<file path="src/hdl/psf_pkg.sv">
// shared constants for the pio setup frame handler
`default_nettype none
package psf_pkg;
  // frame type codes and lengths
  localparam logic [7:0]  TYPE_SETUP     = 8'h5f;
  localparam logic [7:0]  TYPE_DATA      = 8'h46;
  localparam logic [11:0] SETUP_LAST_IDX = 12'h004;
  localparam logic [11:0] DATA_MAX_DW    = 12'h800;
  // setup frame field positions
  localparam int DIR_BIT     = 13;
  localparam int IRQ_BIT     = 14;
  localparam int STATUS_LSB  = 16;
  localparam int ERROR_LSB   = 24;
  localparam int ESTATUS_LSB = 24;
  // shadow status flags
  localparam int BUSY_BIT = 7;
  localparam int DRQ_BIT  = 3;
  // register byte offsets
  localparam logic [4:0] REG_DATA   = 5'h00;
  localparam logic [4:0] REG_STATUS = 5'h04;
  localparam logic [4:0] REG_COUNT  = 5'h08;
  localparam logic [4:0] REG_TF_LBA = 5'h0c;
  localparam logic [4:0] REG_TF_EXP = 5'h10;
  localparam logic [4:0] REG_CTRL   = 5'h14;
  // control and count register fields
  localparam int CTRL_ABORT_BIT  = 0;
  localparam int CTRL_CLRERR_BIT = 1;
  localparam int CNT_DIR_BIT     = 16;
  localparam int CNT_IRQ_BIT     = 17;
  localparam int CNT_ACTIVE_BIT  = 18;
  localparam int CNT_FERR_BIT    = 19;
  localparam int CNT_SECX_LSB    = 24;
  // reset values and bytes per data word
  localparam logic [7:0]  STATUS_RST = 8'h00;
  localparam logic [15:0] COUNT_RST  = 16'h0000;
  localparam logic [15:0] BYTES_PER_WORD = 16'h0002;
  // ending status must land within this time of terminal count
  localparam int E_STATUS_NS  = 400;
  localparam int CLK_NS       = 20;
  localparam int E_STATUS_CYC = (E_STATUS_NS / CLK_NS) < 1 ? 1 : (E_STATUS_NS / CLK_NS);
  typedef enum logic [1:0] {ST_IDLE, ST_H2D, ST_D2H_WAIT, ST_D2H} psf_state_t;
endpackage
`default_nettype wire

</file>
<file path="src/hdl/psf_host.sv">
// host adapter pio setup handler with avalon-mm shadow registers
`timescale 1ns/100ps
`default_nettype none
module psf_host (
  input  wire logic        clock,
  input  wire logic        rstn,
  input  wire logic [4:0]  avs_address,
  input  wire logic        avs_read,
  input  wire logic        avs_write,
  input  wire logic [31:0] avs_writedata,
  output logic [31:0]      avs_readdata,
  output logic             avs_waitrequest,
  input  wire logic        rx_valid,
  input  wire logic [31:0] rx_data,
  input  wire logic        rx_sof,
  input  wire logic        rx_eof,
  output logic             rx_ready,
  output logic             tx_valid,
  output logic [31:0]      tx_data,
  output logic             tx_sof,
  output logic             tx_eof,
  input  wire logic        tx_ready
);
  localparam int END_CYC = psf_pkg::E_STATUS_CYC;

  psf_pkg::psf_state_t state_reg;
  logic [4:0][31:0]    setup_dw;
  logic                setup_stb;
  logic                frame_err;
  logic                data_valid;
  logic                data_first;
  logic [31:0]         data_dword;
  logic                data_ready;
  logic                pk_ready;
  logic                pk_start;
  logic                ack_reg;
  logic                req;
  logic                is_data;
  logic                stall;
  logic                serve;
  logic                wr_take;
  logic                rd_take;
  logic                abort;
  logic                clr_err;
  logic                last_word;
  logic                s_dir;
  logic                payload_arrive;
  logic [15:0]         rd_word;
  logic [31:0]         rd_value;
  logic [15:0]         count_reg;
  logic                half_reg;
  logic [7:0]          status_reg;
  logic [7:0]          error_reg;
  logic [7:0]          held_status_reg;
  logic [7:0]          held_error_reg;
  logic [7:0]          held_estatus_reg;
  logic [31:0]         tf_lba_reg;
  logic [31:0]         tf_exp_reg;
  logic [7:0]          secx_reg;
  logic                dir_reg;
  logic                irq_reg;
  logic                ferr_reg;

  psf_rx_parse u_rx (
    .clock      (clock),
    .rstn       (rstn),
    .rx_valid   (rx_valid),
    .rx_data    (rx_data),
    .rx_sof     (rx_sof),
    .rx_eof     (rx_eof),
    .rx_ready   (rx_ready),
    .setup_stb  (setup_stb),
    .setup_dw   (setup_dw),
    .frame_err  (frame_err),
    .data_valid (data_valid),
    .data_first (data_first),
    .data_dword (data_dword),
    .data_ready (data_ready)
  );

  psf_tx_pack u_tx (
    .clock       (clock),
    .rstn        (rstn),
    .frame_start (pk_start),
    .in_valid    (wr_take),
    .in_word     (avs_writedata[15:0]),
    .in_last     (last_word),
    .in_ready    (pk_ready),
    .tx_valid    (tx_valid),
    .tx_data     (tx_data),
    .tx_sof      (tx_sof),
    .tx_eof      (tx_eof),
    .tx_ready    (tx_ready)
  );

  assign s_dir     = setup_dw[0][psf_pkg::DIR_BIT];
  assign last_word = (count_reg <= psf_pkg::BYTES_PER_WORD);
  assign pk_start  = setup_stb && !s_dir;
  assign payload_arrive = (state_reg == psf_pkg::ST_D2H_WAIT) && data_valid && data_first;

  // bus slave: at least one wait cycle, more while a data access stalls, then readdata stands with waitrequest low
  assign req     = (avs_read || avs_write) && !ack_reg;
  assign is_data = (avs_address == psf_pkg::REG_DATA);
  assign stall   = is_data && ((avs_read && (state_reg == psf_pkg::ST_D2H) && !data_valid)
                   || (avs_write && (state_reg == psf_pkg::ST_H2D) && !pk_ready));
  assign serve   = req && !stall && !setup_stb;
  assign avs_waitrequest = !ack_reg;
  assign wr_take = serve && avs_write && is_data && (state_reg == psf_pkg::ST_H2D);
  assign rd_take = serve && avs_read && is_data && (state_reg == psf_pkg::ST_D2H);
  assign abort   = serve && avs_write && (avs_address == psf_pkg::REG_CTRL)
                   && avs_writedata[psf_pkg::CTRL_ABORT_BIT];
  assign clr_err = serve && avs_write && (avs_address == psf_pkg::REG_CTRL)
                   && avs_writedata[psf_pkg::CTRL_CLRERR_BIT];

  always_comb
  begin
    case (state_reg)
      psf_pkg::ST_D2H:      data_ready = rd_take && (half_reg || last_word);
      psf_pkg::ST_D2H_WAIT: data_ready = 1'b0;
      default:              data_ready = 1'b1;
    endcase
  end

  assign rd_word = half_reg ? data_dword[31:16] : data_dword[15:0];

  always_comb
  begin
    case (avs_address)
      psf_pkg::REG_DATA:   rd_value = {16'h0000, (state_reg == psf_pkg::ST_D2H) ? rd_word : 16'h0000};
      psf_pkg::REG_STATUS: rd_value = {16'h0000, error_reg, status_reg};
      psf_pkg::REG_COUNT:  rd_value = {secx_reg, 4'h0, ferr_reg, (state_reg != psf_pkg::ST_IDLE),
                                       irq_reg, dir_reg, count_reg};
      psf_pkg::REG_TF_LBA: rd_value = tf_lba_reg;
      psf_pkg::REG_TF_EXP: rd_value = tf_exp_reg;
      default:             rd_value = 32'h0000_0000;
    endcase
  end

  always_ff @(posedge clock)
  begin
    if (!rstn)
    begin
      ack_reg      <= 1'b0;
      avs_readdata <= 32'h0000_0000;
    end
    else
    begin
      ack_reg <= serve;
      if (serve && avs_read)
        avs_readdata <= rd_value;
    end
  end

  always_ff @(posedge clock)
  begin
    if (!rstn)
      state_reg <= psf_pkg::ST_IDLE;
    else if (setup_stb)
      state_reg <= s_dir ? psf_pkg::ST_D2H_WAIT : psf_pkg::ST_H2D;
    else if (abort)
      state_reg <= psf_pkg::ST_IDLE;
    else
    begin
      case (state_reg)
        psf_pkg::ST_H2D:
          if (wr_take && last_word)
            state_reg <= psf_pkg::ST_IDLE;
        psf_pkg::ST_D2H_WAIT:
          if (payload_arrive)
            state_reg <= psf_pkg::ST_D2H;
        psf_pkg::ST_D2H:
          if (rd_take && last_word)
            state_reg <= psf_pkg::ST_IDLE;
        default:
          state_reg <= psf_pkg::ST_IDLE;
      endcase
    end
  end

  always_ff @(posedge clock)
  begin
    if (!rstn)
      count_reg <= psf_pkg::COUNT_RST;
    else if (setup_stb)
      count_reg <= setup_dw[4][15:0];
    else if (abort)
      count_reg <= psf_pkg::COUNT_RST;
    else if (wr_take || rd_take)
      count_reg <= last_word ? 16'h0000 : count_reg - psf_pkg::BYTES_PER_WORD;
  end

  always_ff @(posedge clock)
  begin
    if (!rstn)
      half_reg <= 1'b0;
    else if (setup_stb || abort)
      half_reg <= 1'b0;
    // tracks the word half in both directions, mirrors the packer on writes
    else if (rd_take || wr_take)
      half_reg <= !half_reg && !last_word;
  end

  always_ff @(posedge clock)
  begin
    if (!rstn)
    begin
      held_status_reg  <= psf_pkg::STATUS_RST;
      held_error_reg   <= 8'h00;
      held_estatus_reg <= psf_pkg::STATUS_RST;
    end
    else if (setup_stb)
    begin
      held_status_reg  <= setup_dw[0][psf_pkg::STATUS_LSB +: 8];
      held_error_reg   <= setup_dw[0][psf_pkg::ERROR_LSB +: 8];
      held_estatus_reg <= setup_dw[3][psf_pkg::ESTATUS_LSB +: 8];
    end
  end

  always_ff @(posedge clock)
  begin
    if (!rstn)
    begin
      status_reg <= psf_pkg::STATUS_RST;
      error_reg  <= 8'h00;
    end
    else if (pk_start)
    begin
      status_reg <= setup_dw[0][psf_pkg::STATUS_LSB +: 8];
      error_reg  <= setup_dw[0][psf_pkg::ERROR_LSB +: 8];
    end
    else if (payload_arrive && !abort)
    begin
      status_reg <= held_status_reg;
      error_reg  <= held_error_reg;
    end
    else if ((wr_take || rd_take) && last_word)
      status_reg <= held_estatus_reg;
  end

  always_ff @(posedge clock)
  begin
    if (!rstn)
    begin
      tf_lba_reg <= 32'h0000_0000;
      tf_exp_reg <= 32'h0000_0000;
      secx_reg   <= 8'h00;
      dir_reg    <= 1'b0;
      irq_reg    <= 1'b0;
    end
    else if (setup_stb)
    begin
      tf_lba_reg <= setup_dw[1];
      tf_exp_reg <= {setup_dw[3][7:0], setup_dw[2][23:0]};
      secx_reg   <= setup_dw[3][15:8];
      dir_reg    <= s_dir;
      irq_reg    <= setup_dw[0][psf_pkg::IRQ_BIT];
    end
  end

  // a malformed frame sets this; a clear in the same cycle loses
  always_ff @(posedge clock)
  begin
    if (!rstn)
      ferr_reg <= 1'b0;
    else if (frame_err)
      ferr_reg <= 1'b1;
    else if (clr_err)
      ferr_reg <= 1'b0;
  end

  h2d_shadow_a: assert property (@(posedge clock) disable iff (!rstn)
    setup_stb && !s_dir |=> status_reg == $past(setup_dw[0][23:16])
    && error_reg == $past(setup_dw[0][31:24]) && state_reg == psf_pkg::ST_H2D)
    else $error("host-to-device setup did not update shadows");
  d2h_hold_a: assert property (@(posedge clock) disable iff (!rstn)
    setup_stb && s_dir |=> status_reg == $past(status_reg)
    && held_estatus_reg == $past(setup_dw[3][31:24]) && state_reg == psf_pkg::ST_D2H_WAIT)
    else $error("device-to-host setup changed shadows too early");
  count_load_a: assert property (@(posedge clock) disable iff (!rstn)
    setup_stb |=> count_reg == $past(setup_dw[4][15:0]))
    else $error("countdown not loaded from transfer count");
  write_dec_a: assert property (@(posedge clock) disable iff (!rstn)
    wr_take && !last_word |=> count_reg == $past(count_reg) - 16'h0002 && tx_valid == $past(half_reg))
    else $error("data write did not decrement countdown");
  read_dec_a: assert property (@(posedge clock) disable iff (!rstn)
    rd_take && !last_word |=> count_reg == $past(count_reg) - 16'h0002 && avs_readdata[15:0] == $past(rd_word))
    else $error("data read did not decrement countdown");
  end_status_a: assert property (@(posedge clock) disable iff (!rstn)
    (wr_take || rd_take) && last_word |-> ##[1:END_CYC] status_reg == held_estatus_reg && count_reg == 16'h0000)
    else $error("ending status late at terminal count");
  payload_move_a: assert property (@(posedge clock) disable iff (!rstn)
    payload_arrive && !setup_stb && !abort |=> status_reg == $past(held_status_reg)
    && error_reg == $past(held_error_reg) && state_reg == psf_pkg::ST_D2H)
    else $error("payload arrival did not move held status");
  tx_header_a: assert property (@(posedge clock) disable iff (!rstn)
    pk_start |=> tx_valid && tx_sof && tx_data[7:0] == psf_pkg::TYPE_DATA)
    else $error("payload frame missing its header");
  frame_err_a: assert property (@(posedge clock) disable iff (!rstn)
    frame_err |=> ferr_reg)
    else $error("malformed frame did not set the error flag");
  one_payload_a: assert property (@(posedge clock) disable iff (!rstn)
    (wr_take || rd_take) && last_word |=> state_reg == psf_pkg::ST_IDLE)
    else $error("transfer did not end at terminal count");
  d2h_wait_a: assert property (@(posedge clock) disable iff (!rstn)
    state_reg == psf_pkg::ST_D2H_WAIT && data_valid |-> !rx_ready)
    else $error("payload data taken before status moved");
endmodule // psf_host
`default_nettype wire

</file>
<file path="src/hdl/psf_rx_parse.sv">
// receive-side frame parser: captures setup frames, passes payload dwords
`timescale 1ns/100ps
`default_nettype none
module psf_rx_parse (
  input  wire logic             clock,
  input  wire logic             rstn,
  input  wire logic             rx_valid,
  input  wire logic [31:0]      rx_data,
  input  wire logic             rx_sof,
  input  wire logic             rx_eof,
  output logic                  rx_ready,
  output logic                  setup_stb,
  output logic [4:0][31:0]      setup_dw,
  output logic                  frame_err,
  output logic                  data_valid,
  output logic                  data_first,
  output logic [31:0]           data_dword,
  input  wire logic             data_ready
);
  logic [11:0] idx_reg;
  logic [7:0]  ftype_reg;
  logic        in_frame_reg;
  logic        take;
  logic        body;
  logic        framed;
  logic [11:0] cur_idx;
  logic [7:0]  cur_type;

  assign cur_idx    = rx_sof ? 12'h000 : idx_reg;
  assign cur_type   = rx_sof ? rx_data[7:0] : ftype_reg;
  assign framed     = rx_sof || in_frame_reg;
  assign body       = !rx_sof && in_frame_reg && (ftype_reg == psf_pkg::TYPE_DATA);
  // stalls the link only inside a payload body, so software sets the pace
  assign rx_ready   = body ? data_ready : 1'b1;
  assign take       = rx_valid && rx_ready;
  assign data_valid = rx_valid && body;
  assign data_first = (idx_reg == 12'h001);
  assign data_dword = rx_data;

  always_ff @(posedge clock)
  begin
    if (!rstn)
    begin
      idx_reg      <= 12'h000;
      ftype_reg    <= 8'h00;
      in_frame_reg <= 1'b0;
    end
    else if (take && framed)
    begin
      ftype_reg    <= cur_type;
      in_frame_reg <= !rx_eof;
      if (cur_idx != 12'hfff)
        idx_reg <= cur_idx + 12'h001;
    end
  end

  genvar g;
  generate
    for (g = 0; g < 5; g = g + 1)
    begin : g_cap
      always_ff @(posedge clock)
      begin
        if (!rstn)
          setup_dw[g] <= 32'h0000_0000;
        else if (take && framed && (cur_type == psf_pkg::TYPE_SETUP) && (cur_idx == 12'(g)))
          setup_dw[g] <= rx_data;
      end
    end
  endgenerate

  always_ff @(posedge clock)
  begin
    if (!rstn)
    begin
      setup_stb <= 1'b0;
      frame_err <= 1'b0;
    end
    else
    begin
      setup_stb <= take && framed && rx_eof && (cur_type == psf_pkg::TYPE_SETUP)
                   && (cur_idx == psf_pkg::SETUP_LAST_IDX);
      frame_err <= take && framed && rx_eof
                   && (((cur_type == psf_pkg::TYPE_SETUP) && (cur_idx != psf_pkg::SETUP_LAST_IDX))
                   || ((cur_type == psf_pkg::TYPE_DATA)
                   && ((cur_idx == 12'h000) || (cur_idx > psf_pkg::DATA_MAX_DW))));
    end
  end

  setup_len_a: assert property (@(posedge clock) disable iff (!rstn)
    setup_stb |-> $past(cur_idx) == psf_pkg::SETUP_LAST_IDX && $past(cur_type) == psf_pkg::TYPE_SETUP)
    else $error("setup strobe without a five dword setup frame");
endmodule // psf_rx_parse
`default_nettype wire

</file>
<file path="src/hdl/psf_tx_pack.sv">
// transmit-side packer: 16-bit words into dwords of one payload frame
`timescale 1ns/100ps
`default_nettype none
module psf_tx_pack (
  input  wire logic        clock,
  input  wire logic        rstn,
  input  wire logic        frame_start,
  input  wire logic        in_valid,
  input  wire logic [15:0] in_word,
  input  wire logic        in_last,
  output logic             in_ready,
  output logic             tx_valid,
  output logic [31:0]      tx_data,
  output logic             tx_sof,
  output logic             tx_eof,
  input  wire logic        tx_ready
);
  logic [15:0] lo_reg;
  logic        have_lo_reg;
  logic        in_take;

  // one dword of holding only; a slow link back-pressures software writes
  assign in_ready = !tx_valid;
  assign in_take  = in_valid && in_ready;

  always_ff @(posedge clock)
  begin
    if (!rstn)
    begin
      tx_valid <= 1'b0;
      tx_data  <= 32'h0000_0000;
      tx_sof   <= 1'b0;
      tx_eof   <= 1'b0;
    end
    else if (frame_start)
    begin
      tx_valid <= 1'b1;
      tx_data  <= {24'h00_0000, psf_pkg::TYPE_DATA};
      tx_sof   <= 1'b1;
      tx_eof   <= 1'b0;
    end
    else if (in_take && (have_lo_reg || in_last))
    begin
      tx_valid <= 1'b1;
      tx_data  <= have_lo_reg ? {in_word, lo_reg} : {16'h0000, in_word};
      tx_sof   <= 1'b0;
      tx_eof   <= in_last;
    end
    else if (tx_ready)
      tx_valid <= 1'b0;
  end

  always_ff @(posedge clock)
  begin
    if (!rstn)
    begin
      lo_reg      <= 16'h0000;
      have_lo_reg <= 1'b0;
    end
    else if (frame_start)
      have_lo_reg <= 1'b0;
    else if (in_take)
    begin
      lo_reg      <= in_word;
      have_lo_reg <= !have_lo_reg && !in_last;
    end
  end

  odd_pad_a: assert property (@(posedge clock) disable iff (!rstn)
    in_take && in_last && !have_lo_reg && !frame_start |=> tx_valid && tx_data[31:16] == 16'h0000)
    else $error("odd last word not padded with zeros");
  frame_close_a: assert property (@(posedge clock) disable iff (!rstn)
    in_take && in_last && !frame_start |=> tx_valid && tx_eof && !tx_sof)
    else $error("payload frame not closed on last word");
endmodule // psf_tx_pack
`default_nettype wire

</file>
<file path="config.mk">
export PLATFORM = sky130hd
export DESIGN_NAME = psf_host
export DESIGN_NICKNAME = d
export VERILOG_FILES = /design/src/hdl/psf_pkg.sv /design/src/hdl/psf_host.sv /design/src/hdl/psf_rx_parse.sv /design/src/hdl/psf_tx_pack.sv
export SDC_FILE = /design/constraint.sdc
export NUM_CORES = 1
export LEC_CHECK = 0
export BUFFER_PORTS_ARGS = -buffer_cell sky130_fd_sc_hd__buf_2
export CAP_MARGIN = 10
export CORE_ASPECT_RATIO = 0.7
export CORE_MARGIN = 5
export CORE_UTILIZATION = 53
export DETAILED_ROUTE_END_ITERATION = 16
export MAX_ROUTING_LAYER = met4
export PLACE_DENSITY = 0.75
export SLEW_MARGIN = 0
export SYNTH_ARGS = -nofsm -noshare
export SYNTH_HDL_FRONTEND = slang
export SYNTH_SLANG_ARGS = --single-unit
</file>
<file path="constraint.sdc">
create_clock -name clock -period 2.5 [get_ports clock]
set_input_delay 0.125 -clock clock [delete_from_list [all_inputs] [get_ports clock]]
set_output_delay 0.125 -clock clock [all_outputs]
set_load 0.03 [all_outputs]
</file>
[Word-level counts from Yosys, hierarchy flattened]
Cells that the tools add are included.
Operators by class
  add/subtract/negate cells: 2
  order comparisons: 2
  eq/ne operators: 21
  mux-type cells: 33
  bitwise operators: 2
  reductions and logical operators: 81
Operators by type and width (number)
  32-bit one-hot mux with 5 select lines: 1
  16-bit 2-to-1 mux: 6
  8-bit 2-to-1 mux: 6
  1-bit logical AND: 46
  32-bit 2-to-1 mux: 1
  12-bit by 1-bit == test with 1-bit output, second input constant: 2
  12-bit by 2-bit == test with 1-bit output, second input constant: 2
  8-bit by 7-bit == test with 1-bit output, second input constant: 3
  16-bit by 2-bit <= comparator with 1-bit output, second input constant: 1
  16-bit by 2-bit subtractor with 16-bit output, second input constant: 1
  7-bit 2-to-1 mux: 2
  12-bit by 1-bit adder with 12-bit output, second input constant: 1
  12-bit by 3-bit == test with 1-bit output, second input constant: 1
  12-bit greater-than comparator, second input constant: 1
  1-bit logical NOT: 12
  12-bit logical NOT: 1
  12-bit 2-to-1 mux: 1
  2-bit 2-to-1 mux: 6
  12-bit inequality test, second input constant: 1
  12-bit by 3-bit inequality test with 1-bit output, second input constant: 1
  5-bit by 4-bit == test with 1-bit output, second input constant: 2
  5-bit == test, second input constant: 2
  1-bit logical OR: 9
  3-bit nonzero test: 3
  14 further kinds: 29
Word-level totals
  flip-flop bits (word level): 378
  input bits: 77
  output and inout bits: 69
  logic and storage cells: 174

[Logic depth before layout (Yosys ltp)]
  depth after elaboration: 22
  depth in mapped cells: 13
  depth with buffers taken out: 9

[Cells and area by module]
Synthesis repeated with hierarchy kept, for this count alone.
Second synthesis, totals
  cells, all modules: 1750
  area total of the unflattened synthesis: 17126.4 µm²
Modules (own cells, without submodules)
  psf_host: instances 1, cells an instance 795, area each 7643.6 µm², sequential area each 3343.2 µm²
  psf_rx_parse: instances 1, cells an instance 758, area each 7408.4 µm², sequential area each 3663.5 µm²
  psf_tx_pack: instances 1, cells an instance 197, area each 2074.5 µm², sequential area each 1041.0 µm²

[Least setup slack after synthesis]
Ideal clock, no wire load.
  kind: in2reg
  from: input rx_sof
  to: register u_rx.idx_reg[2]
  setup time: 0.122 ns
  data arrival time: 2.553 ns
  data required time: 2.378 ns
  slack: -0.175 ns
  stages: 13
  path buffers: 4
  path through: clkbuf_1 -> clkbuf_1 -> clkbuf_1 -> nand2b_1 -> inv_1 -> ha_1 -> nand4_1 -> nor2_1 -> a311o_1 -> o21ai_2 -> buf_4 -> o21ai_1 -> a311o_1
On the way
  cells in the longest elaborated chain, start to end: 20
  elaborated cells between the ends (all ways): 24
  those cells by class: add/sub: 1; eq/ne: 1; mux: 3; reduce/logical: 19
Ends and longest elaborated chain
  start, declared: RTL line psf_host.sv:15  | input wire logic rx_sof,
  1-bit logical NOT: RTL line psf_rx_parse.sv:32  | assign body = !rx_sof && in_frame_reg && (ftype_reg == psf_pkg::TYPE_DATA);
  1-bit logical AND (2 in series): RTL line psf_rx_parse.sv:32
  1-bit logical AND: RTL line psf_rx_parse.sv:36  | assign data_valid = rx_valid && body;
  1-bit logical NOT: RTL line psf_host.sv:104  | assign stall = is_data && ((avs_read && (state_reg == psf_pkg::ST_D2H) && !data_valid)
  1-bit logical AND: RTL line psf_host.sv:104
  1-bit logical OR: RTL line psf_host.sv:105  | || (avs_write && (state_reg == psf_pkg::ST_H2D) && !pk_ready));
  1-bit logical AND: RTL line psf_host.sv:104
  1-bit logical NOT: RTL line psf_host.sv:106  | assign serve = req && !stall && !setup_stb;
  1-bit logical AND (2 in series): RTL line psf_host.sv:106
  1-bit logical AND (3 in series): RTL line psf_host.sv:109  | assign rd_take = serve && avs_read && is_data && (state_reg == psf_pkg::ST_D2H);
  1-bit logical AND: RTL line psf_host.sv:118  | psf_pkg::ST_D2H: data_ready = rd_take && (half_reg || last_word);
  1-bit one-hot mux with 2 select lines: RTL line psf_host.sv:117  | case (state_reg)
  1-bit 2-to-1 mux: RTL line psf_rx_parse.sv:34  | assign rx_ready = body ? data_ready : 1'b1;
  1-bit logical AND: RTL line psf_rx_parse.sv:35  | assign take = rx_valid && rx_ready;
  1-bit logical AND: RTL line psf_rx_parse.sv:48  | else if (take && framed)
  2-bit AND reduction (no line)
  end signal, assigned: RTL line psf_rx_parse.sv:53  | idx_reg <= cur_idx + 12'h001;
  end, declared: RTL line psf_rx_parse.sv:20  | logic [11:0] idx_reg;
Several ways; a longest one is shown, not always the timed one.
A chain may end at the register's enable or synchronous reset.

[Worst setup path after layout]
  from: register count_reg[8]
  to: output rx_ready
On the way
  cells in the longest elaborated chain, start to end: 5
Ends and longest elaborated chain
  start, declared: RTL line psf_host.sv:50  | logic [15:0] count_reg;
  start signal, assigned: RTL line psf_host.sv:183  | count_reg <= psf_pkg::COUNT_RST;
  start signal, assigned: RTL line psf_host.sv:185  | count_reg <= setup_dw[4][15:0];
  start signal, assigned: RTL line psf_host.sv:187  | count_reg <= psf_pkg::COUNT_RST;
  16-bit by 2-bit <= comparator with 1-bit output: RTL line psf_host.sv:97  | assign last_word = (count_reg <= psf_pkg::BYTES_PER_WORD);
  1-bit logical OR: RTL line psf_host.sv:118
  1-bit logical AND: RTL line psf_host.sv:118
  1-bit one-hot mux with 2 select lines: RTL line psf_host.sv:117
  1-bit 2-to-1 mux: RTL line psf_rx_parse.sv:34
  end, declared: RTL line psf_host.sv:17  | output logic rx_ready,
Every way passes these cells.

==> reports/results.tsv <==
stage	metric	value	unit
floorplan	Cell Rows	51	
layout	layout cell share with drive strength beyond 1	15.4	%
critical_path	Setup Crit Path Kind	register to primary output	
timing	Post-Route Setup TNS	0	ns
route	Avg WL per Cell	19.9	um
global_route	largest net degree at the start of global routing	168	
placed_design	gpl congestion	0.929	
floorplan	die area	32000	um2
layout	Biggest register	u_rx.setup_dw	
route	via/cell ratio	5.99	
placed_design	DP Area	16300	um2
timing	Hold Slack	0.0629	ns
clock_tree	Clock Sink Count	356	
timing	Slew @ Worst Pin	1.01	ns
clock_tree	clk_lat worst skew	0.53	ns
pwr	total power per unit cell area	648	nW/um2
critical_path	Worst setup SP type	register	
logic_synthesis	Synth Warn #	0	
timing	Max Clock Freq	402	MHz
critical_path	origin of the critical flop-to-flop path	u_rx.ftype_reg[4]	
placed_design	Post-DP HPWL	30.2	mm
clock_tree	CTS Buffer Depth	3	
layout	# nets final	2003	
pwr	Pleak	6.46	nW
critical_path	CP Capture Type	primary output	
timing	Final Hold Fails	0	
timing	RSZ-0062 raised after global routing	true	
floorplan	Ports	146	
run	max-capacitance violation count	0	
min_path	min-delay src	rx_data[6]	
run_status	outcome	complete, no violations	
layout	Final Cell Area	18100	um2
timing	crit share post-route	99.5	%
route	Final ANT Viol Nets	0	
timing	relative slew slack	32.6	%
clock_tree	CTS tree	built	
floorplan	Starting Density	54.0	%
logic_synthesis	FF+latch count, synth	356	
layout	P&R area growth vs syn	20.1	%
global_route	GRT Resource Usage Total	28.9	%
clock_tree	clock root buffer	clkbuf_16	
logic_synthesis	post-synth net total	1855	
global_route	vias in the first global route	12863	
global_route	first-pass GRT wire length	71.6	mm
global_route	initial antenna violation count	3	
placed_design	PortBufs	129	
placed_design	post-placement setup slack	0.0898	ns
critical_path	Buf+Inv Stages, Crit Path	2	
route	DR DRC count	0	
logic_synthesis	Synth Cell Area	15100	um2
logic_synthesis	Post-synth EDFFs	0	
timing	Final Slew Violations	0	
floorplan	Die W	212	um
critical_path	critical path peak fanout	6	
critical_path	crit-path cells	nor4_4 > a41oi_2 > buf_4 > o311ai_2 > buf_4	
timing	PnR worst setup slack	0.0119	ns
layout	Final Util	64.8	%
critical_path	slowest stage delay, CP	0.45	ns
floorplan	core area	27900	um2
clock_tree	clock slew at the register clock pins of the worst setup and hold paths	0.06	ns
logic_synthesis	gate count after technology mapping	1773	
critical_path	Crit path max-delay family	compound AO/OA/AOI/OAI gates	
timing	# setup viols final	0	
logic_synthesis	Top FF cell, synth	dfxtp_1	
route	final wirelength	46.2	mm
layout	max reg flops	114	
floorplan	Die H	151	um
critical_path	slowest library cell on the worst path	nor4_4	
global_route	grt total ovfl	0	
route	Vias	13910	
pwr	worst IR drop on VDD	0.000488	V
logic_synthesis	Post-synth ARST share	0	%
route	Detailed Routing Iterations Pass 1	8	
critical_path	CP startpoint	count_reg[8]	
timing	skew final	0.0213	ns
min_path	HP Class	primary input to register	
critical_path	Worst EP arrival	2.36	ns
timing	post-layout min period	2.49	ns
critical_path	most frequent cell on the critical path	buf_4	
logic_synthesis	distinct cell type count after synthesis	73	
logic_synthesis	average cell area after synthesis	8.51	um2
logic_synthesis	post-synthesis sequential area ratio	47.2	%
route	initial drt markers	1463	
critical_path	Worst EP required	2.38	ns
clock_tree	total CTS buffers	35	
clock_tree	htree depth	2	
==> cell usage after synthesis (3+ instances only) <==
library cell / number / area share, %
nor2b_1: 4 / 0.17
buf_1: 18 / 0.45
o41ai_1: 3 / 0.17
buf_2: 12 / 0.40
and3_1: 11 / 0.46
a22oi_1: 31 / 1.5
o21ai_1: 7 / 0.23
nor3_1: 12 / 0.40
dfxtp_1: 356 / 47
nor2_1: 179 / 4.5
nor4b_1: 3 / 0.17
ha_1: 5 / 0.41
o31ai_1: 3 / 0.15
inv_1: 18 / 0.45
nand2b_1: 6 / 0.25
o21ai_0: 200 / 6.6
nor4_1: 17 / 0.70
clkbuf_1: 102 / 2.5
or3_1: 5 / 0.21
nor4_4: 3 / 0.42
nand2_1: 242 / 6.0
a21oi_1: 80 / 2.7
o21a_1: 8 / 0.40
a32o_1: 11 / 0.73
nand3_1: 135 / 4.5
nand4_1: 9 / 0.37
a311o_1: 3 / 0.20
and2_1: 5 / 0.21
a211oi_1: 19 / 0.95
nor3b_1: 6 / 0.30
clkbuf_2: 4 / 0.13
buf_4: 11 / 0.55
a22o_1: 17 / 0.99
a21boi_0: 3 / 0.15
a31oi_1: 18 / 0.75
mux2i_1: 156 / 10
==> power by group <==
part	internal, mW	total, mW	switching (mW)
clock	3.19	5.46	2.27
sequential	5.68	5.69	0.0118
combinational	0.189	0.578	0.389
==> layout make-up <==
cell class / instances / area (um2)
Antenna cell: 3 / 7.51
Inverter: 19 / 76.3
Sequential cell: 356 / 7130
Fill cell: 2324 / 9840
Clock inverter: 12 / 154
Tap cell: 371 / 464
Clock buffer: 52 / 1030
Timing Repair Buffer: 258 / 1900
Multi-Input combinational cell: 1251 / 7350
==> timing repair <==
item,in CTS,in global routing
gates resized for setup,8,6
endpoints found under the setup margin,1,70
hold endpoints to repair,158,0
hold buffers,50,0
pin swaps,4,3
buffers inserted,3,1
==> worst min-delay path, cell delays in order <==
cell and delay, ns:
buf_2 0.11, buf_4 0.18, nand3_1 0.08, o21ai_0 0.07
==> layer usage <==
layer	wire (um)	up-vias	GRT usage, %
li1	-	6566	-
met1	21000	6676	41.4
met2	19700	589	41.3
met3	4530	79	6.77
met4	938	0	7.02
met5	0	-	-
==> layout by cell type (no fill, tap or decap), drive strengths merged, types with 6 or more instances in the layout <==
master | netlist | final
o21a | 8 | 8
mux2i | 156 | 156
nand2b | 6 | 6
a31oi | 18 | 18
nor3b | 7 | 7
a21oi | 80 | 80
and3 | 11 | 11
nand4 | 9 | 9
clkbuf | 106 | 52
a22o | 17 | 17
dfxtp | 356 | 356
dlygate4sd3 | 0 | 50
a32o | 11 | 11
nand3 | 135 | 135
clkinv | 1 | 7
nand2 | 242 | 242
inv | 18 | 21
nor3 | 13 | 13
buf | 41 | 208
a211oi | 19 | 19
a22oi | 31 | 31
o21ai | 208 | 208
nor2 | 180 | 180
nor4 | 21 | 21
==> kinds of logic (layout without fill, tap and decap cells) <==
| group | count (synthesis) | in the layout | synth area share (%) |
|---|---|---|---|
| compound gates | 427 | 427 | 17.2 |
| other cells | 0 | 3 | 0 |
| flops | 356 | 356 | 47.2 |
| buf+inv | 166 | 341 | 4.54 |
| simple gates | 661 | 661 | 20.2 |
| mux | 158 | 158 | 10.5 |
| fa+ha+maj | 5 | 5 | 0.415 |
==> per-stage QoR <==
step                      power, mW  std cells
after floorplan                6.08       1773
after global placement         6.31       2201
after detailed placement       6.31       2201
after CTS                      11.8       2318
after global routing           12.1       2322
final                          11.7       2322
==> path summary, 6_finish.rpt <==
check / to / slack, ns / depth (start not counted)
setup reg to reg: count_reg[15] / 0.10 / 9
hold / removal: u_rx.setup_dw[70] / 0.06 / 4
setup / recovery: rx_ready / 0.01 / 5
hold reg to reg: u_tx.lo_reg[9] / 0.45 / 2
Note: power is estimated with default switching activity, not from simulation.
